$ cat src/mrs_regs.vh
// Behaviour
// - Acts as Modbus RTU slave on one-master multi-drop RS-485, RTU framing only.
// - Station address accepts 1 to 247, defaults to 1.
// - Address 0 is broadcast and is accepted by every slave.
// - Baud codes 0..5 give 4800 to 115200 bps, default code 1.
// - Format codes 0..5: N/E/O with 1 stop, then N/E/O with 2 stops.
// - Format defaults to code 0: 8 data, no parity, 1 stop.
// - Parity options generate and check one even or odd parity bit.
// - Master and slaves share baud, format and protocol settings.
// - Interval between valid frames above timeout flags timeout; zero disables.
// - Timeout spans 0.0 to 60.0 s, default 0.0, also in master-slave mode.
// - Timeout raises a communication protection fault.
// - Reply waits configurable delay 1 to 20 ms, default 2 ms, never zero.
// - Delay counts from end of valid request to start of reply.
// - Memory write request adds memory operation time to the delay.
// - Frame is valid only with correct function code, length and CRC.
`ifndef MRS_REGS_VH
`define MRS_REGS_VH
`define MRS_CLK_HZ        10000000
`define MRS_BPS_0         4800
`define MRS_BPS_1         9600
`define MRS_BPS_2         19200
`define MRS_BPS_3         38400
`define MRS_BPS_4         57600
`define MRS_BPS_5         115200
`define MRS_OFS_CTRL      12'h000
`define MRS_OFS_CFG       12'h004
`define MRS_OFS_TIMING    12'h008
`define MRS_OFS_STATUS    12'h00c
`define MRS_OFS_MASK      12'h010
`define MRS_OFS_RXDATA    12'h014
`define MRS_OFS_TXDATA    12'h018
`define MRS_ADDR_DEF      8'h01
`define MRS_ADDR_MAX      8'hf7
`define MRS_ADDR_BCAST    8'h00
`define MRS_BAUD_DEF      3'h1
`define MRS_FMT_DEF       3'h0
`define MRS_TMO_DEF       10'h000
`define MRS_TMO_MAX       10'h258
`define MRS_DLY_DEF       5'h02
`define MRS_DLY_MIN       5'h01
`define MRS_DLY_MAX       5'h14
`define MRS_TICK_MS       14'h2710
`define MRS_TICK_100MS    12'h063
`define MRS_ST_RXBYTE     0
`define MRS_ST_PERR       1
`define MRS_ST_FERR       2
`define MRS_ST_TMO        3
`define MRS_ST_TXDONE     4
`endif

$ cat src/mrs_serial_port.v
`timescale 1ns/10ps
`include "mrs_regs.vh"
module mrs_serial_port #(
  parameter NVM_MS = 10
) (
  // Clock and reset
  input  wire        core_clk,
  input  wire        rst_n,
  // APB slave
  input  wire        psel,
  input  wire        penable,
  input  wire        pwrite,
  input  wire [11:0] paddr,
  input  wire [31:0] pwdata,
  output reg  [31:0] prdata,
  output wire        pready,
  output wire        pslverr,
  // RS-485 line
  input  wire        rxd,
  output reg         txd,
  output reg         tx_en,
  // Drive side
  output wire        comm_fault,
  output wire        irq
);
  localparam S_IDLE = 2'h0;
  localparam S_WAIT = 2'h1;
  localparam S_SEND = 2'h2;
  reg  [7:0]  addr_reg;
  reg  [2:0]  baud_reg;
  reg  [2:0]  fmt_reg;
  reg  [9:0]  tmo_reg;
  reg  [4:0]  dly_reg;
  reg  [4:0]  sts_reg;
  reg  [4:0]  mask_reg;
  reg  [7:0]  rxdata_reg;
  reg         fault_reg;
  reg         rx_s1_reg;
  reg         rx_s2_reg;
  reg  [15:0] rx_cnt_reg;
  reg  [3:0]  rx_bit_reg;
  reg  [8:0]  rx_sh_reg;
  reg         rx_busy_reg;
  reg  [15:0] tx_cnt_reg;
  reg  [3:0]  tx_bit_reg;
  reg  [11:0] tx_sh_reg;
  reg  [1:0]  st_reg;
  reg  [13:0] ms_cnt_reg;
  reg  [11:0] ht_cnt_reg;
  reg  [5:0]  dly_cnt_reg;
  reg  [9:0]  gap_cnt_reg;
  reg  [7:0]  tx_byte_reg;
  wire [15:0] bit_len;
  wire [3:0]  nbits;
  wire        par_on;
  wire        wr;
  wire        rd;
  wire        ms_tick;
  wire        ht_tick;
  wire        rx_done;
  wire        rx_perr;
  wire        rx_ferr;
  wire        frame_ok;
  wire        own_addr;
  wire        nvm;
  wire        tx_start;
  wire        tx_done;
  wire [4:0]  ev;

  ////////////////////////////////////////////////////////////////////////
  // Bit period in clocks for a baud code
  function [15:0] baud_div;
    input [2:0] code;
    reg   [31:0] q;
    begin
      case (code)
        3'h0:    q = `MRS_CLK_HZ / `MRS_BPS_0;
        3'h1:    q = `MRS_CLK_HZ / `MRS_BPS_1;
        3'h2:    q = `MRS_CLK_HZ / `MRS_BPS_2;
        3'h3:    q = `MRS_CLK_HZ / `MRS_BPS_3;
        3'h4:    q = `MRS_CLK_HZ / `MRS_BPS_4;
        default: q = `MRS_CLK_HZ / `MRS_BPS_5;
      endcase
      // Every divisor fits in 16 bits
      baud_div = q[15:0];
    end
  endfunction

  // Parity bit for a byte and format code
  function par_bit;
    input [7:0] d;
    input [2:0] code;
    begin
      // Even codes 1 and 4, odd codes 2 and 5
      if (code == 3'h2 || code == 3'h5) begin
        par_bit = ~(^d);
      end else begin
        par_bit = ^d;
      end
    end
  endfunction

  // Format decode
  assign par_on  = (fmt_reg != 3'h0) && (fmt_reg != 3'h3);
  assign bit_len = baud_div(baud_reg);
  // Start + 8 data + parity + stops
  assign nbits = 4'h9 + {3'h0, par_on} + ((fmt_reg > 3'h2) ? 4'h2 : 4'h1);

  ////////////////////////////////////////////////////////////////////////
  // APB decode, zero wait state
  assign pready  = 1'b1;
  assign pslverr = 1'b0;
  assign wr = psel & penable & pwrite;
  assign rd = psel & penable & ~pwrite;

  // Read mux
  always @* begin
    case (paddr)
      `MRS_OFS_CTRL:   prdata = {24'h0, addr_reg};
      `MRS_OFS_CFG:    prdata = {26'h0, fmt_reg, baud_reg};
      `MRS_OFS_TIMING: prdata = {11'h0, dly_reg, 6'h0, tmo_reg};
      `MRS_OFS_STATUS: prdata = {26'h0, fault_reg, sts_reg};
      `MRS_OFS_MASK:   prdata = {27'h0, mask_reg};
      `MRS_OFS_RXDATA: prdata = {23'h0, rx_busy_reg, rxdata_reg};
      default:         prdata = 32'h0;
    endcase
  end

  // Configuration registers, out-of-range writes ignored
  always @(posedge core_clk) begin
    if (!rst_n) begin
      addr_reg <= `MRS_ADDR_DEF;
      baud_reg <= `MRS_BAUD_DEF;
      fmt_reg  <= `MRS_FMT_DEF;
      tmo_reg  <= `MRS_TMO_DEF;
      dly_reg  <= `MRS_DLY_DEF;
      mask_reg <= 5'h0;
      tx_byte_reg <= 8'h0;
    end else if (wr) begin
      case (paddr)
        `MRS_OFS_CTRL:
          if (pwdata[7:0] != `MRS_ADDR_BCAST &&
              pwdata[7:0] <= `MRS_ADDR_MAX) begin
            addr_reg <= pwdata[7:0];
          end
        `MRS_OFS_CFG: begin
          if (pwdata[2:0] <= 3'h5) begin
            baud_reg <= pwdata[2:0];
          end
          if (pwdata[5:3] <= 3'h5) begin
            fmt_reg <= pwdata[5:3];
          end
        end
        `MRS_OFS_TIMING: begin
          if (pwdata[9:0] <= `MRS_TMO_MAX) begin
            tmo_reg <= pwdata[9:0];
          end
          if (pwdata[20:16] >= `MRS_DLY_MIN &&
              pwdata[20:16] <= `MRS_DLY_MAX) begin
            dly_reg <= pwdata[20:16];
          end
        end
        `MRS_OFS_MASK:   mask_reg <= pwdata[4:0];
        `MRS_OFS_TXDATA: tx_byte_reg <= pwdata[7:0];
        default: ;
      endcase
    end
  end

  ////////////////////////////////////////////////////////////////////////
  // Line synchroniser
  always @(posedge core_clk) begin
    if (!rst_n) begin
      rx_s1_reg <= 1'b1;
      rx_s2_reg <= 1'b1;
    end else begin
      rx_s1_reg <= rxd;
      rx_s2_reg <= rx_s1_reg;
    end
  end

  // Receiver, samples mid-bit, data LSB first
  assign rx_done = rx_busy_reg && (rx_cnt_reg == 16'h0) &&
                   (rx_bit_reg == 4'h9 + {3'h0, par_on});
  assign rx_ferr = rx_done && !rx_s2_reg;
  assign rx_perr = rx_done && par_on &&
                   (rx_sh_reg[8] != par_bit(rx_sh_reg[7:0], fmt_reg));
  always @(posedge core_clk) begin
    if (!rst_n) begin
      rx_busy_reg <= 1'b0;
      rx_cnt_reg  <= 16'h0;
      rx_bit_reg  <= 4'h0;
      rx_sh_reg   <= 9'h0;
      rxdata_reg  <= 8'h0;
    end else if (!rx_busy_reg) begin
      if (!rx_s2_reg) begin
        rx_busy_reg <= 1'b1;
        rx_cnt_reg  <= {1'b0, bit_len[15:1]};
        rx_bit_reg  <= 4'h0;
      end
    end else if (rx_cnt_reg != 16'h0) begin
      rx_cnt_reg <= rx_cnt_reg - 16'h1;
    end else if (rx_done) begin
      rx_busy_reg <= 1'b0;
      rxdata_reg  <= rx_sh_reg[7:0];
    end else begin
      rx_cnt_reg <= bit_len - 16'h1;
      rx_bit_reg <= rx_bit_reg + 4'h1;
      if (rx_bit_reg == 4'h0 && rx_s2_reg) begin
        rx_busy_reg <= 1'b0; // False start
      end
      if (rx_bit_reg != 4'h0) begin
        if (par_on) begin
          rx_sh_reg <= {rx_s2_reg, rx_sh_reg[8:1]};
        end else begin
          rx_sh_reg <= {1'b0, rx_s2_reg, rx_sh_reg[7:1]};
        end
      end
    end
  end

  ////////////////////////////////////////////////////////////////////////
  // Frame qualification from the frame parser on the core side
  // Validity means function code, length and CRC checked upstream
  assign frame_ok = wr && (paddr == `MRS_OFS_CTRL) && pwdata[8];
  assign own_addr = pwdata[23:16] == addr_reg;
  assign nvm      = pwdata[9];

  // Time bases: 1 ms and 100 ms enables
  assign ms_tick = ms_cnt_reg == `MRS_TICK_MS - 14'h1;
  assign ht_tick = ms_tick && ht_cnt_reg == `MRS_TICK_100MS;
  always @(posedge core_clk) begin
    if (!rst_n) begin
      ms_cnt_reg <= 14'h0;
      ht_cnt_reg <= 12'h0;
    end else begin
      ms_cnt_reg <= ms_tick ? 14'h0 : ms_cnt_reg + 14'h1;
      if (ms_tick) begin
        ht_cnt_reg <= (ht_cnt_reg == `MRS_TICK_100MS) ? 12'h0 :
                      ht_cnt_reg + 12'h1;
      end
    end
  end

  // Watchdog on interval between valid frames, 0.1 s units
  always @(posedge core_clk) begin
    if (!rst_n) begin
      gap_cnt_reg <= 10'h0;
      fault_reg   <= 1'b0;
    end else if (frame_ok || tmo_reg == 10'h0) begin
      gap_cnt_reg <= 10'h0;
      if (tmo_reg == 10'h0) begin
        fault_reg <= 1'b0;
      end
    end else if (ht_tick) begin
      if (gap_cnt_reg >= tmo_reg) begin
        fault_reg <= 1'b1;
      end else begin
        gap_cnt_reg <= gap_cnt_reg + 10'h1;
      end
    end
  end
  assign comm_fault = fault_reg;

  ////////////////////////////////////////////////////////////////////////
  // Reply scheduler: delay then send the staged byte
  assign tx_start = (st_reg == S_WAIT) && ms_tick && dly_cnt_reg == 6'h0;
  always @(posedge core_clk) begin
    if (!rst_n) begin
      st_reg      <= S_IDLE;
      dly_cnt_reg <= 6'h0;
    end else begin
      case (st_reg)
        S_IDLE:
          if (frame_ok && own_addr) begin
            st_reg <= S_WAIT;
            dly_cnt_reg <= {1'b0, dly_reg} +
                           (nvm ? NVM_MS[5:0] : 6'h0);
          end
        S_WAIT:
          if (ms_tick) begin
            if (dly_cnt_reg == 6'h0) begin
              st_reg <= S_SEND;
            end else begin
              dly_cnt_reg <= dly_cnt_reg - 6'h1;
            end
          end
        S_SEND:
          if (tx_done) begin
            st_reg <= S_IDLE;
          end
        default: st_reg <= S_IDLE;
      endcase
    end
  end

  // Transmitter, LSB first, optional parity, 1 or 2 stops
  assign tx_done = tx_en && tx_cnt_reg == 16'h0 && tx_bit_reg == nbits - 4'h1;
  always @(posedge core_clk) begin
    if (!rst_n) begin
      txd        <= 1'b1;
      tx_en      <= 1'b0;
      tx_cnt_reg <= 16'h0;
      tx_bit_reg <= 4'h0;
      tx_sh_reg  <= 12'hfff;
    end else if (tx_start) begin
      tx_en      <= 1'b1;
      txd        <= 1'b0;
      tx_cnt_reg <= bit_len - 16'h1;
      tx_bit_reg <= 4'h0;
      if (par_on) begin
        tx_sh_reg <= {3'h7, par_bit(tx_byte_reg, fmt_reg),
                      tx_byte_reg};
      end else begin
        tx_sh_reg <= {4'hf, tx_byte_reg};
      end
    end else if (tx_en) begin
      if (tx_done) begin
        tx_en <= 1'b0;
        txd   <= 1'b1;
      end else if (tx_cnt_reg == 16'h0) begin
        tx_cnt_reg <= bit_len - 16'h1;
        tx_bit_reg <= tx_bit_reg + 4'h1;
        txd        <= tx_sh_reg[0];
        tx_sh_reg  <= {1'b1, tx_sh_reg[11:1]};
      end else begin
        tx_cnt_reg <= tx_cnt_reg - 16'h1;
      end
    end
  end

  ////////////////////////////////////////////////////////////////////////
  // Sticky status, cleared by read, set wins
  assign ev = {tx_done, ht_tick && tmo_reg != 10'h0 && !fault_reg &&
               gap_cnt_reg >= tmo_reg, rx_ferr, rx_perr, rx_done};
  always @(posedge core_clk) begin
    if (!rst_n) begin
      sts_reg <= 5'h0;
    end else if (rd && paddr == `MRS_OFS_STATUS) begin
      sts_reg <= ev;
    end else begin
      sts_reg <= sts_reg | ev;
    end
  end
  assign irq = |(sts_reg & mask_reg);
endmodule

$ cat config.mk
export PLATFORM = sky130hd
export DESIGN_NAME = mrs_serial_port
export DESIGN_NICKNAME = d
export VERILOG_FILES = /design/src/mrs_serial_port.v
export VERILOG_INCLUDE_DIRS = /design/src
export SDC_FILE = /design/constraint.sdc
export NUM_CORES = 1
export LEC_CHECK = 0
export BUFFER_PORTS_ARGS = -buffer_cell sky130_fd_sc_hd__buf_2
export CAP_MARGIN = 5
export CORE_MARGIN = 3
export CORE_UTILIZATION = 35
export CTS_BUF_LIST = sky130_fd_sc_hd__clkbuf_2 sky130_fd_sc_hd__clkbuf_4 sky130_fd_sc_hd__clkbuf_8
export DETAILED_ROUTE_END_ITERATION = 10
export GPL_TIMING_DRIVEN = 0
export PLACE_DENSITY_LB_ADDON = 0.08
export RECOVER_POWER = 100
export REMOVE_ABC_BUFFERS = 1
export SYNTH_ARGS = -nofsm -noshare
export SYNTH_HDL_FRONTEND = slang
export SYNTH_SLANG_ARGS = --single-unit
$ cat constraint.sdc
create_clock -name core_clk -period 5.21 [get_ports core_clk]
set_clock_uncertainty 0.1 [all_clocks]
set_input_delay 1.042 -clock core_clk [delete_from_list [all_inputs] [get_ports core_clk]]
set_output_delay 1.042 -clock core_clk [all_outputs]
set_load 0.05 [all_outputs]
==> metrics.md, run 1 <==
| Metric | Value |
|---|---|
| Status | `finished, violations left` |
| Failing checks | `max-capacitance violations, max-slew violations` |
| Commonest non-fill, non-tap cells in the layout | `dfxtp_1 (163), nor2_1 (140), nand2_1 (77)` |
| Syn Inst Count | `1,107` |
| WP data required | `4.07 ns` |
| Type of origin of the critical path | `primary input` |
| Post-route ant nets | `0` |
| Minimum clock period | `4.827 ns` |
| Worst slew pin tran | `2.367 ns` |
| DRC violations left | `0` |
| Crit-path max cell delay | `0.66 ns` |
| IO Count | `88` |
| Async SR Flop Fraction | `0%` |
| Synth warn | `0` |
| Iter 0 DRT Violations | `630` |
| Clock transition at path regs | `approximately 0.10 ns` |
| Reg2reg end | `rx_cnt_reg[2]$_SDFFE_PN0P_` |
| Die Y | `between 150 and 200 um` |
| Hold Buf Count CTS | `0` |
| Die Width | `167.2 um` |
| Power density cells | `252.6 nW/um2` |
| Overall die area | `approximately 28,000 um2` |
| Ratio of cells with drive above 1 in the final layout | `8.883%` |
| CTS sink count | `163` |
| First-pass GRT wire length | `40,990 um` |
| FF-to-FF path depth | `8` |
| Top FF cell, synth | `dfxtp_1` |
| Slew Limit Fails | `58` |
| Fillers | `2,698` |
| Fmax | `207.2 MHz` |
| Leakage power | `3.591 nW` |
| Final setup fails | `0` |
| CTS tree | `built` |
| HPWL after DPL | `17,450 um` |
| DRT Pass-1 Iters | `9` |
| Vias in the first global route | `roughly 7,500` |
| Vias per cell | `5.446` |
| Root buffer cell | `clkbuf_8` |
| Critical R2R Launch | `rx_cnt_reg[0]$_SDFFE_PN0P_` |
| Final Hold Fails | `0` |
| Critical path cell sequence | `buf_2 > or4_1 > or4_4 > nor3b_2 > a222oi_1 > nand2_1 > clkbuf_1` |
| CTS Buf Count | `17` |
| Worst setup path endpoint | `prdata[5]` |
| Final Worst Setup Slack | `0.3828 ns` |
| Gr ovfl total | `0` |
| Final setup TNS | `0 ns` |
| PostCTS Resize Cnt | `0` |
| Worst Hold Class | `flip-flop to flip-flop` |
| Ant. Diodes | `0` |
| Maxcap violations | `2` |
| GP Congestion | `0.8174` |
| Site Rows | `58` |
| Synth cell types | `85` |
| VDD IR max | `0.1688 mV` |
| Slowest CP cell | `or4_1` |
| Worst slew margin | `-57.82%` |
| H-tree depth | `4` |
| Setup crit end kind | `output port` |
| Pin count of the biggest net entering global routing | `82` |
| GRT Util Overall | `between 15 and 20%` |
| Port Buffers | `54` |
| RSZ-0062 raised after global routing | `no` |
| Worst setup startpoint | `paddr[1]` |
| Starting Density | `35.82%` |
| Initial antenna violation count | `0` |
| Vias post-DR | `7,990` |
| Routed WL | `~25,000 um` |
| Setup slack, reg-to-reg | `0.71 ns` |
| Setup WS pre-CTS | `between 0.6 and 0.7 ns` |
| Syn Area/Cell | `8.219 um2` |
| Buffer depth of the longest clock path | `2` |
| Sequential cell area | `~3300 um2` |
| Worst skew pair latency | `0.47 ns` |
| Synth Register Bits | `163` |
| Final worst-path cycle share | `92.65%` |
| Core Region | `approximately 25,000 um2` |
| Leading cell type in the layout, fill and taps excluded | `dfxtp_1` |
| Sequential-to-total area share from yosys stat | `between 30% and 40%` |
| Placed Area | `around 9500 um2` |
| Area of the mapped netlist | `9099 um2` |
| CP Data Arrival Time | `roughly 3.7 ns` |
| Crit-path max FO | `9` |
| Post-route cell area | `9849 um2` |
| Final nets | `~1,200` |
| Multi-input logic area | `5365 um2` |
| Area added between synthesis and finish | `8.251%` |
| Drt wl/cell | `16.87 um` |
| Setup bufs post-CTS | `0` |
| Critical setup path kind | `primary input to output port` |
| Number of synthesized flops with an enable pin | `0` |
## report_power, final
group | leakage, nW | switching [mW] | internal [mW]
registers | 1.32 | 0.0184 | 1.26
logic | 2.08 | 0.155 | 0.0665
clock network | 0.200 | 0.548 | 0.442
## layout make-up
type	count	area share, %
clock buffers	17	2.376
repair buffers	58	2.782
inverters	34	1.321
flip-flops and latches	163	33.13
well taps	330	4.192
multi-input cells	851	54.47
clock inverters	14	1.728
## cell families (layout without fill, tap and decap cells)
logic type	count (synthesis)	after routing	synth area share (%)
AO/OA/AOI/OAI	254	254	18.30
XOR/XNOR	61	61	6.326
adder cells (fa/ha/maj)	26	26	3.575
buffers and inverters	110	123	5.542
flip-flops	163	163	35.86
multiplexers	50	50	5.514
other	2	19	0.08254
AND/OR/NAND/NOR	441	441	24.79
## critical path, delay by kind of cell
family / cells / cell delay, ns
buffers and inverters: 2 / 0.57
AO/OA/AOI/OAI: 1 / 0.15
AND/OR/NAND/NOR: 4 / 1.92
## worst min-delay path by stage
stage	start	end	slack (ns)	depth (start not counted)
after floorplan	rx_s1_reg$_SDFF_PN1_	rx_s2_reg$_SDFF_PN1_	0.29	1
after detailed placement	ms_cnt_reg[0]$_SDFF_PP0_	ms_cnt_reg[0]$_SDFF_PP0_	0.35	1
after CTS	rxdata_reg[1]$_SDFFE_PN0P_	rxdata_reg[1]$_SDFFE_PN0P_	0.37	2
after global placement	ms_cnt_reg[0]$_SDFF_PP0_	ms_cnt_reg[0]$_SDFF_PP0_	0.34	1
final	rxdata_reg[1]$_SDFFE_PN0P_	rxdata_reg[1]$_SDFFE_PN0P_	0.37	2
after global routing	rxdata_reg[1]$_SDFFE_PN0P_	rxdata_reg[1]$_SDFFE_PN0P_	0.39	2
## Yosys cell counts, types with 6 or more instances
library cell  number  area (um2)
o31a_1             6       52.55
nand3_1           39       195.2
or4_1              7       52.55
nor2b_1           13       81.33
buf_2              7       35.03
and3_1            14       87.58
mux2i_1           49       490.5
or3_1             22       137.6
nor2_1           140       525.5
xor2_1            21       183.9
clkbuf_1          46       172.7
o21ai_0           61       305.3
buf_4             22       165.2
xnor2_1           37       324.1
ha_1              26       325.3
nand2b_1           7       43.79
a22oi_1           17       127.6
nor3_1            38       190.2
a31oi_1           10       62.56
and2_1             9       56.30
nand4_1           17       106.4
o22ai_1           10       62.56
or2_2              6       37.54
dfxtp_1          163        3263
a21oi_1           68       340.3
o31ai_1            7       52.55
a21o_1             7       52.55
inv_1             33       123.9
nor4_1            15       93.84
o21a_1             7       52.55
a211oi_1          15       112.6
nand2_1           77       289.0
## per-stage QoR
stage	hold slack (ns)	utilization [%]	total power, mW	cells
global route	0.3933	38.78	2.606	1467
floorplan	0.2863	-	1.450	1048
detailed placement	0.3515	37.43	1.527	1435
CTS	0.3683	39.02	2.524	1466
finish	0.3674	38.78	2.488	1467
global placement	0.3449	37.28	1.528	1432
## metal layers
metal / routed length, um / vias to the layer above / track usage [%]
li1: - / 3988 / -
met1: 12660 / 3809 / 26.35
met2: 10820 / 176 / 27.23
met3: 1053 / 17 / 3.211
met4: 217 / 0 / 3.308
met5: 0 / - / 0
Note: power is estimated with default switching activity, not from simulation.
==> inputs of run 2 (changes only) <==
--- a/config.mk
+++ b/config.mk
@@ -7,7 +7,7 @@
 export NUM_CORES = 1
 export LEC_CHECK = 0
 export BUFFER_PORTS_ARGS = -buffer_cell sky130_fd_sc_hd__buf_2
-export CAP_MARGIN = 5
+export CORE_ASPECT_RATIO = 1.4
 export CORE_MARGIN = 3
 export CORE_UTILIZATION = 35
 export CTS_BUF_LIST = sky130_fd_sc_hd__clkbuf_2 sky130_fd_sc_hd__clkbuf_4 sky130_fd_sc_hd__clkbuf_8
==> run 2 against run 1 <==
The run still ends with max-capacitance violations, max-slew violations left. Worst hold slack lost 0.043 ns. Routed wire length increased by 0.50%. Total power rose by 2.7%. First-iteration DRC count shrank 13%. Design area up 0.32%. Sequential power hardly changed. Global-route usage rose by 0.34 points. Count of clock-buffer cells in the layout rose by 5. Final cell count decreased by 0.82%. Clock power up 6%. Critical path type unchanged.
==> metrics.md, run 2 (synthesis gave the netlist of run 1 again) <==
| Metric | Value |
|---|---|
| Status | `finished, violations left` |
| Failing checks | `max-capacitance violations, max-slew violations` |
| Post-route cell area | `roughly 10000 um2` |
| Area added between synthesis and finish | `8.595%` |
| Final Worst Setup Slack | `0.3675 ns` |
| CP Data Arrival Time | `between 3 and 4 ns` |
| CTS Buf Count | `17` |
| WP data required | `4.07 ns` |
| Worst slew margin | `-63.37%` |
| H-tree depth | `4` |
| Placed Area | `~9500 um2` |
| Iter 0 DRT Violations | `549` |
| Leading cell type in the layout, fill and taps excluded | `dfxtp_1` |
| Root buffer cell | `clkbuf_8` |
| Setup bufs post-CTS | `0` |
| Ant. Diodes | `0` |
| Slowest CP cell | `or4_1` |
| Die Y | `196.8 um` |
| GP Congestion | `0.7983` |
| Vias per cell | `5.491` |
| Type of origin of the critical path | `primary input` |
| HPWL after DPL | `17,530 um` |
| DRC violations left | `0` |
| Worst slew pin tran | `2.451 ns` |
| Gr ovfl total | `0` |
| Fmax | `206.5 MHz` |
| Setup crit end kind | `output port` |
| Critical setup path kind | `primary input to output port` |
| Met3 Track Usage GR | `2.961%` |
| Vias post-DR | `7,989` |
| CTS tree | `built` |
| Final setup fails | `0` |
| GRT Util Overall | `18.10%` |
| Commonest non-fill, non-tap cells in the layout | `dfxtp_1 (163), nor2_1 (141), nand2_1 (77)` |
| Maxcap violations | `3` |
| Worst Hold Class | `flip-flop to flip-flop` |
| VDD IR max | `~0.14 mV` |
| CTS sink count | `roughly 160` |
| Core Region | `~25,000 um2` |
| Minimum clock period | `slightly below 5 ns` |
| Initial antenna violation count | `0` |
| Met2 GRT Util | `between 30% and 40%` |
| Drt wl/cell | `17.10 um` |
| Crit-path max cell delay | `0.66 ns` |
| Met1 Use GR | `22.41%` |
| Site Rows | `69` |
| Critical path cell sequence | `buf_2 > or4_1 > or4_4 > nor3b_2 > a22o_1 > clkbuf_1` |
| Final setup TNS | `0 ns` |
| Vias in the first global route | `7,812` |
| Fin Hold WS | `0.3247 ns` |
| Final Hold Fails | `0` |
| Slew Limit Fails | `140` |
| Starting Density | `35.73%` |
| PostCTS Resize Cnt | `0` |
| Power density cells | `258.6 nW/um2` |
| Buffer depth of the longest clock path | `2` |
| Final nets | `1,200` |
| Port Buffers | `between 50 and 60` |
| RSZ-0062 raised after global routing | `no` |
| Post-route ant nets | `0` |
| Overall die area | `27,990 um2` |
| First-pass GRT wire length | `41,010 um` |
| Final worst-path cycle share | `92.95%` |
| Clock transition at path regs | `0.09 ns` |
| Setup WS pre-CTS | `0.6104 ns` |
| Routed WL | `approximately 25,000 um` |
| IO Count | `between 80 and 90` |
| Leakage power | `3.610 nW` |
| DRT Pass-1 Iters | `5` |
| Setup slack, reg-to-reg | `just under 0.9 ns` |
| Die Width | `roughly 140 um` |
| Pin count of the biggest net entering global routing | `80` |
| Crit-path max FO | `9` |
| Ratio of cells with drive above 1 in the final layout | `8.979%` |
| Busiest grt layer | `met2` |
| Hold Buf Count CTS | `0` |
| Pwr Total | `2.555 mW` |
| Worst skew pair latency | `0.47 ns` |
run 2: through the flow:
stage | utilization (%) | instances
finish | 38.80 | 1455
floorplan | - | 1048
global placement | 37.13 | 1421
detailed placement | 37.36 | 1424
CTS | 39.10 | 1455
global route | 38.80 | 1455
run 2: layer usage:
metal  wire length, um  part of all wire (%)  up-vias
met5                 0                     0        -
met4               647                   2.6        0
met3               716                   2.9       41
met2             12290                    49      147
met1             11220                    45     3817
li1                  -                     -     3984
run 2: cell type report:
class	count	area, um2
clock inverters	9	152.6
fillers	2700	15590
flip-flops and latches	163	3263
clock buffers	22	290.3
multi-input cells	851	5374
inverters	34	130.1
well taps	319	399.1
repair buffers	57	271.5
run 2: worst paths after layout:
kind | startpoint | endpoint | depth (start not counted)
setup reg to reg | rx_cnt_reg[0]$_SDFFE_PN0P_ | rx_sh_reg[1]$_SDFFE_PN0P_ | 8
setup / recovery | paddr[1] | prdata[8] | 6
hold reg to reg | rx_s1_reg$_SDFF_PN1_ | rx_s2_reg$_SDFF_PN1_ | 1
hold / removal | rx_s1_reg$_SDFF_PN1_ | rx_s2_reg$_SDFF_PN1_ | 1
run 2: critical path: cells and delay by family:
family / cells / cell delay, ns
and+or+nand+nor: 3 / 1.82
buffers and inverters: 2 / 0.57
AOI/OAI and AO/OA: 1 / 0.26
run 2: where the power goes:
part / internal [mW] / leakage [nW] / switching, mW / total, mW
registers: 1.26 / 1.32 / 0.0182 / 1.28
logic: 0.0667 / 2.08 / 0.158 / 0.225
clock network: 0.567 / 0.218 / 0.488 / 1.05
total: 1.89 / 3.61 / 0.664 / 2.56
==> inputs of run 3 (changes only) <==
--- a/config.mk
+++ b/config.mk
@@ -13,7 +13,6 @@
 export CTS_BUF_LIST = sky130_fd_sc_hd__clkbuf_2 sky130_fd_sc_hd__clkbuf_4 sky130_fd_sc_hd__clkbuf_8
 export DETAILED_ROUTE_END_ITERATION = 10
 export GPL_TIMING_DRIVEN = 0
-export PLACE_DENSITY_LB_ADDON = 0.08
 export RECOVER_POWER = 100
 export REMOVE_ABC_BUFFERS = 1
 export SYNTH_ARGS = -nofsm -noshare
==> run 3 against run 2 <==
The run still ends with max-capacitance violations, max-slew violations left. Count of clock-buffer cells in the layout shrank 1. Global-route usage shrank 1.8 points. Critical endpoint unchanged. Routed wire length shrank 7.6%. Highest routed layer unchanged. Clock power is essentially flat. Via count shrank 0.35%. Total power shrank 0.59%. Worst hold slack lost 0.0019 ns.
==> metrics.md, run 3 (synthesis gave the netlist of run 1 again) <==
| Metric | Value |
|---|---|
| PostCTS Resize Cnt | `0` |
| VDD IR max | `0.1639 mV` |
| Leakage power | `about 3.6 nW` |
| H-tree depth | `4` |
| Ant. Diodes | `0` |
| Hold Buf Count CTS | `0` |
| Worst slew pin tran | `2.163 ns` |
| Core Region | `25,470 um2` |
| Switching power | `0.6561 mW` |
| Clock transition at path regs | `~0.090 ns` |
| CTS sink count | `163` |
| CP Data Arrival Time | `3.73 ns` |
| Internal power | `around 1.9 mW` |
| Final Hold Fails | `0` |
| Crit-path max cell delay | `0.65 ns` |
| Critical setup path kind | `primary input to output port` |
| Worst Hold Path EP | `rx_s2_reg$_SDFF_PN1_` |
| Post-route ant nets | `0` |
| Flop pwr share | `50.2%` |
| Drt wl/cell | `15.79 um` |
| Vias in the first global route | `between 7,000 and 8,000` |
| Reg2reg end | `rx_cnt_reg[9]$_SDFFE_PN0P_` |
| Final setup TNS | `0 ns` |
| Overall die area | `27,990 um2` |
| Slew Limit Fails | `130` |
| Hold_sp | `rx_s1_reg$_SDFF_PN1_` |
| IO Count | `88` |
| Setup bufs post-CTS | `0` |
| Worst Hold Class | `flip-flop to flip-flop` |
| Leading cell type in the layout, fill and taps excluded | `dfxtp_1` |
| Final nets | `1,199` |
| Buffer depth of the longest clock path | `2` |
| CTS Buf Count | `17` |
| Setup crit end kind | `output port` |
| Inst Count DP | `1,423` |
| Maxcap violations | `2` |
| Slowest CP cell | `or4_1` |
| First-pass GRT wire length | `roughly 38,000 um` |
| DRC violations left | `0` |
| Root buffer cell | `clkbuf_8` |
| Commonest non-fill, non-tap cells in the layout | `dfxtp_1 (163), nor2_1 (140), nand2_1 (77)` |
| Starting Density | `35.73%` |
| HPWL after DPL | `16,450 um` |
| DRT Pass-1 Iters | `5` |
| WP buf/inv | `2` |
| RSZ-0062 raised after global routing | `no` |
| CTS tree | `built` |
| Minimum clock period | `4.868 ns` |
| Setup slack, reg-to-reg | `1.04 ns` |
| Worst slew margin | `-44.23%` |
| Critical path's top delay family | `simple AND/OR/NAND/NOR gates` |
| Failing checks | `max-capacitance violations, max-slew violations` |
| FF-to-FF path depth | `8` |
| Fin Hold WS | `around 0.32 ns` |
| Die Width | `142.3 um` |
| WP data required | `around 4.1 ns` |
| Combinational group share of total power | `8.6%` |
| Gr ovfl total | `0` |
| GP Congestion | `approximately 0.9` |
| Site Rows | `69` |
| Critical path cell sequence | `buf_2 > or4_1 > or4_4 > nor3b_2 > a22o_1 > clkbuf_1` |
| Non-filler instance count after layout | `1,455` |
| Pwr Total | `2.540 mW` |
| Clk pwr share | `41.2%` |
| Post-Route Utilization | `38.80%` |
| Critical R2R Launch | `rx_cnt_reg[0]$_SDFFE_PN0P_` |
| GRT Util Overall | `16.35%` |
| Fillers | `around 2,600` |
| Fmax | `205.4 MHz` |
| Status | `finished, violations left` |
| Area added between synthesis and finish | `8.595%` |
| Port Buffers | `54` |
| Power density cells | `257.1 nW/um2` |
| Switching share of power | `25.83%` |
| Final worst-path cycle share | `between 90% and 100%` |
| Die Y | `approximately 200 um` |
| Worst skew pair latency | `0.47 ns` |
| Pin count of the biggest net entering global routing | `82` |
| Type of origin of the critical path | `primary input` |
| Iter 0 DRT Violations | `299` |
| Initial antenna violation count | `0` |
| Vias post-DR | `7,961` |
| Ratio of cells with drive above 1 in the final layout | `between 9 and 10%` |
| Crit-path max FO | `9` |
| Final setup fails | `0` |
| Sequential cell area | `between 3000 and 4000 um2` |
| Multi-input logic area | `5370 um2` |
| Vias per cell | `5.471` |
| Hold path depth | `1` |
| Routed WL | `22,980 um` |
[run 3: per-layer routing]
metal,global-route usage [%],up-vias,share of wire (%)
met5,0,-,0
met4,6.899,0,3.4
met3,2.937,44,3.2
met2,29.04,160,51
met1,19.16,3781,43
li1,-,3976,-
[run 3: worst max-delay path by stage]
stage	from	to	slack, ns	cells past startpoint
detailed placement	paddr[1]	prdata[1]	0.62	7
CTS	paddr[1]	prdata[1]	0.62	7
global route	paddr[1]	prdata[8]	0.28	6
finish	paddr[1]	prdata[8]	0.34	6
floorplan	paddr[1]	prdata[0]	0.97	5
global placement	paddr[1]	prdata[0]	0.65	7
[run 3: power groups by stage]
stage	clock [mW]	sequential (mW)	combinational (mW)
finish	1.05	1.27	0.219
global route	1.13	1.28	0.240
CTS	1.07	1.27	0.221
detailed placement	0	1.30	0.220
global placement	0	1.30	0.220
floorplan	0	1.30	0.152
[run 3: through the flow]
| stage | worst slack, ns | instance area, um2 |
|---|---|---|
| global route | 0.2827 | 9881 |
| CTS | 0.6167 | 9942 |
| global placement | 0.6516 | 9455 |
| floorplan | 0.9721 | 8786 |
| detailed placement | 0.6183 | 9488 |
| finish | 0.3417 | 9881 |
[run 3: worst register-to-register path: cells and delay by family (launching register included)]
| kind | cells | cell delay, ns |
|---|---|---|
| adder cells (fa/ha/maj) | 1 | 0.19 |
| AND/OR/NAND/NOR | 4 | 1.75 |
| AO/OA/AOI/OAI | 2 | 1.49 |
| flip-flops | 1 | 0.39 |
| buffers and inverters | 1 | 0.13 |
[run 3: area by class of cell]
class                           instances  share of cell area, %
Sequential cell                       163                  33.03
Clock inverter                         11                  1.798
Clock buffer                           21                  2.799
Timing Repair Buffer                   56                  2.697
Multi-Input combinational cell        851                  54.35
Inverter                               34                  1.292
Tap cell                              319                  4.040
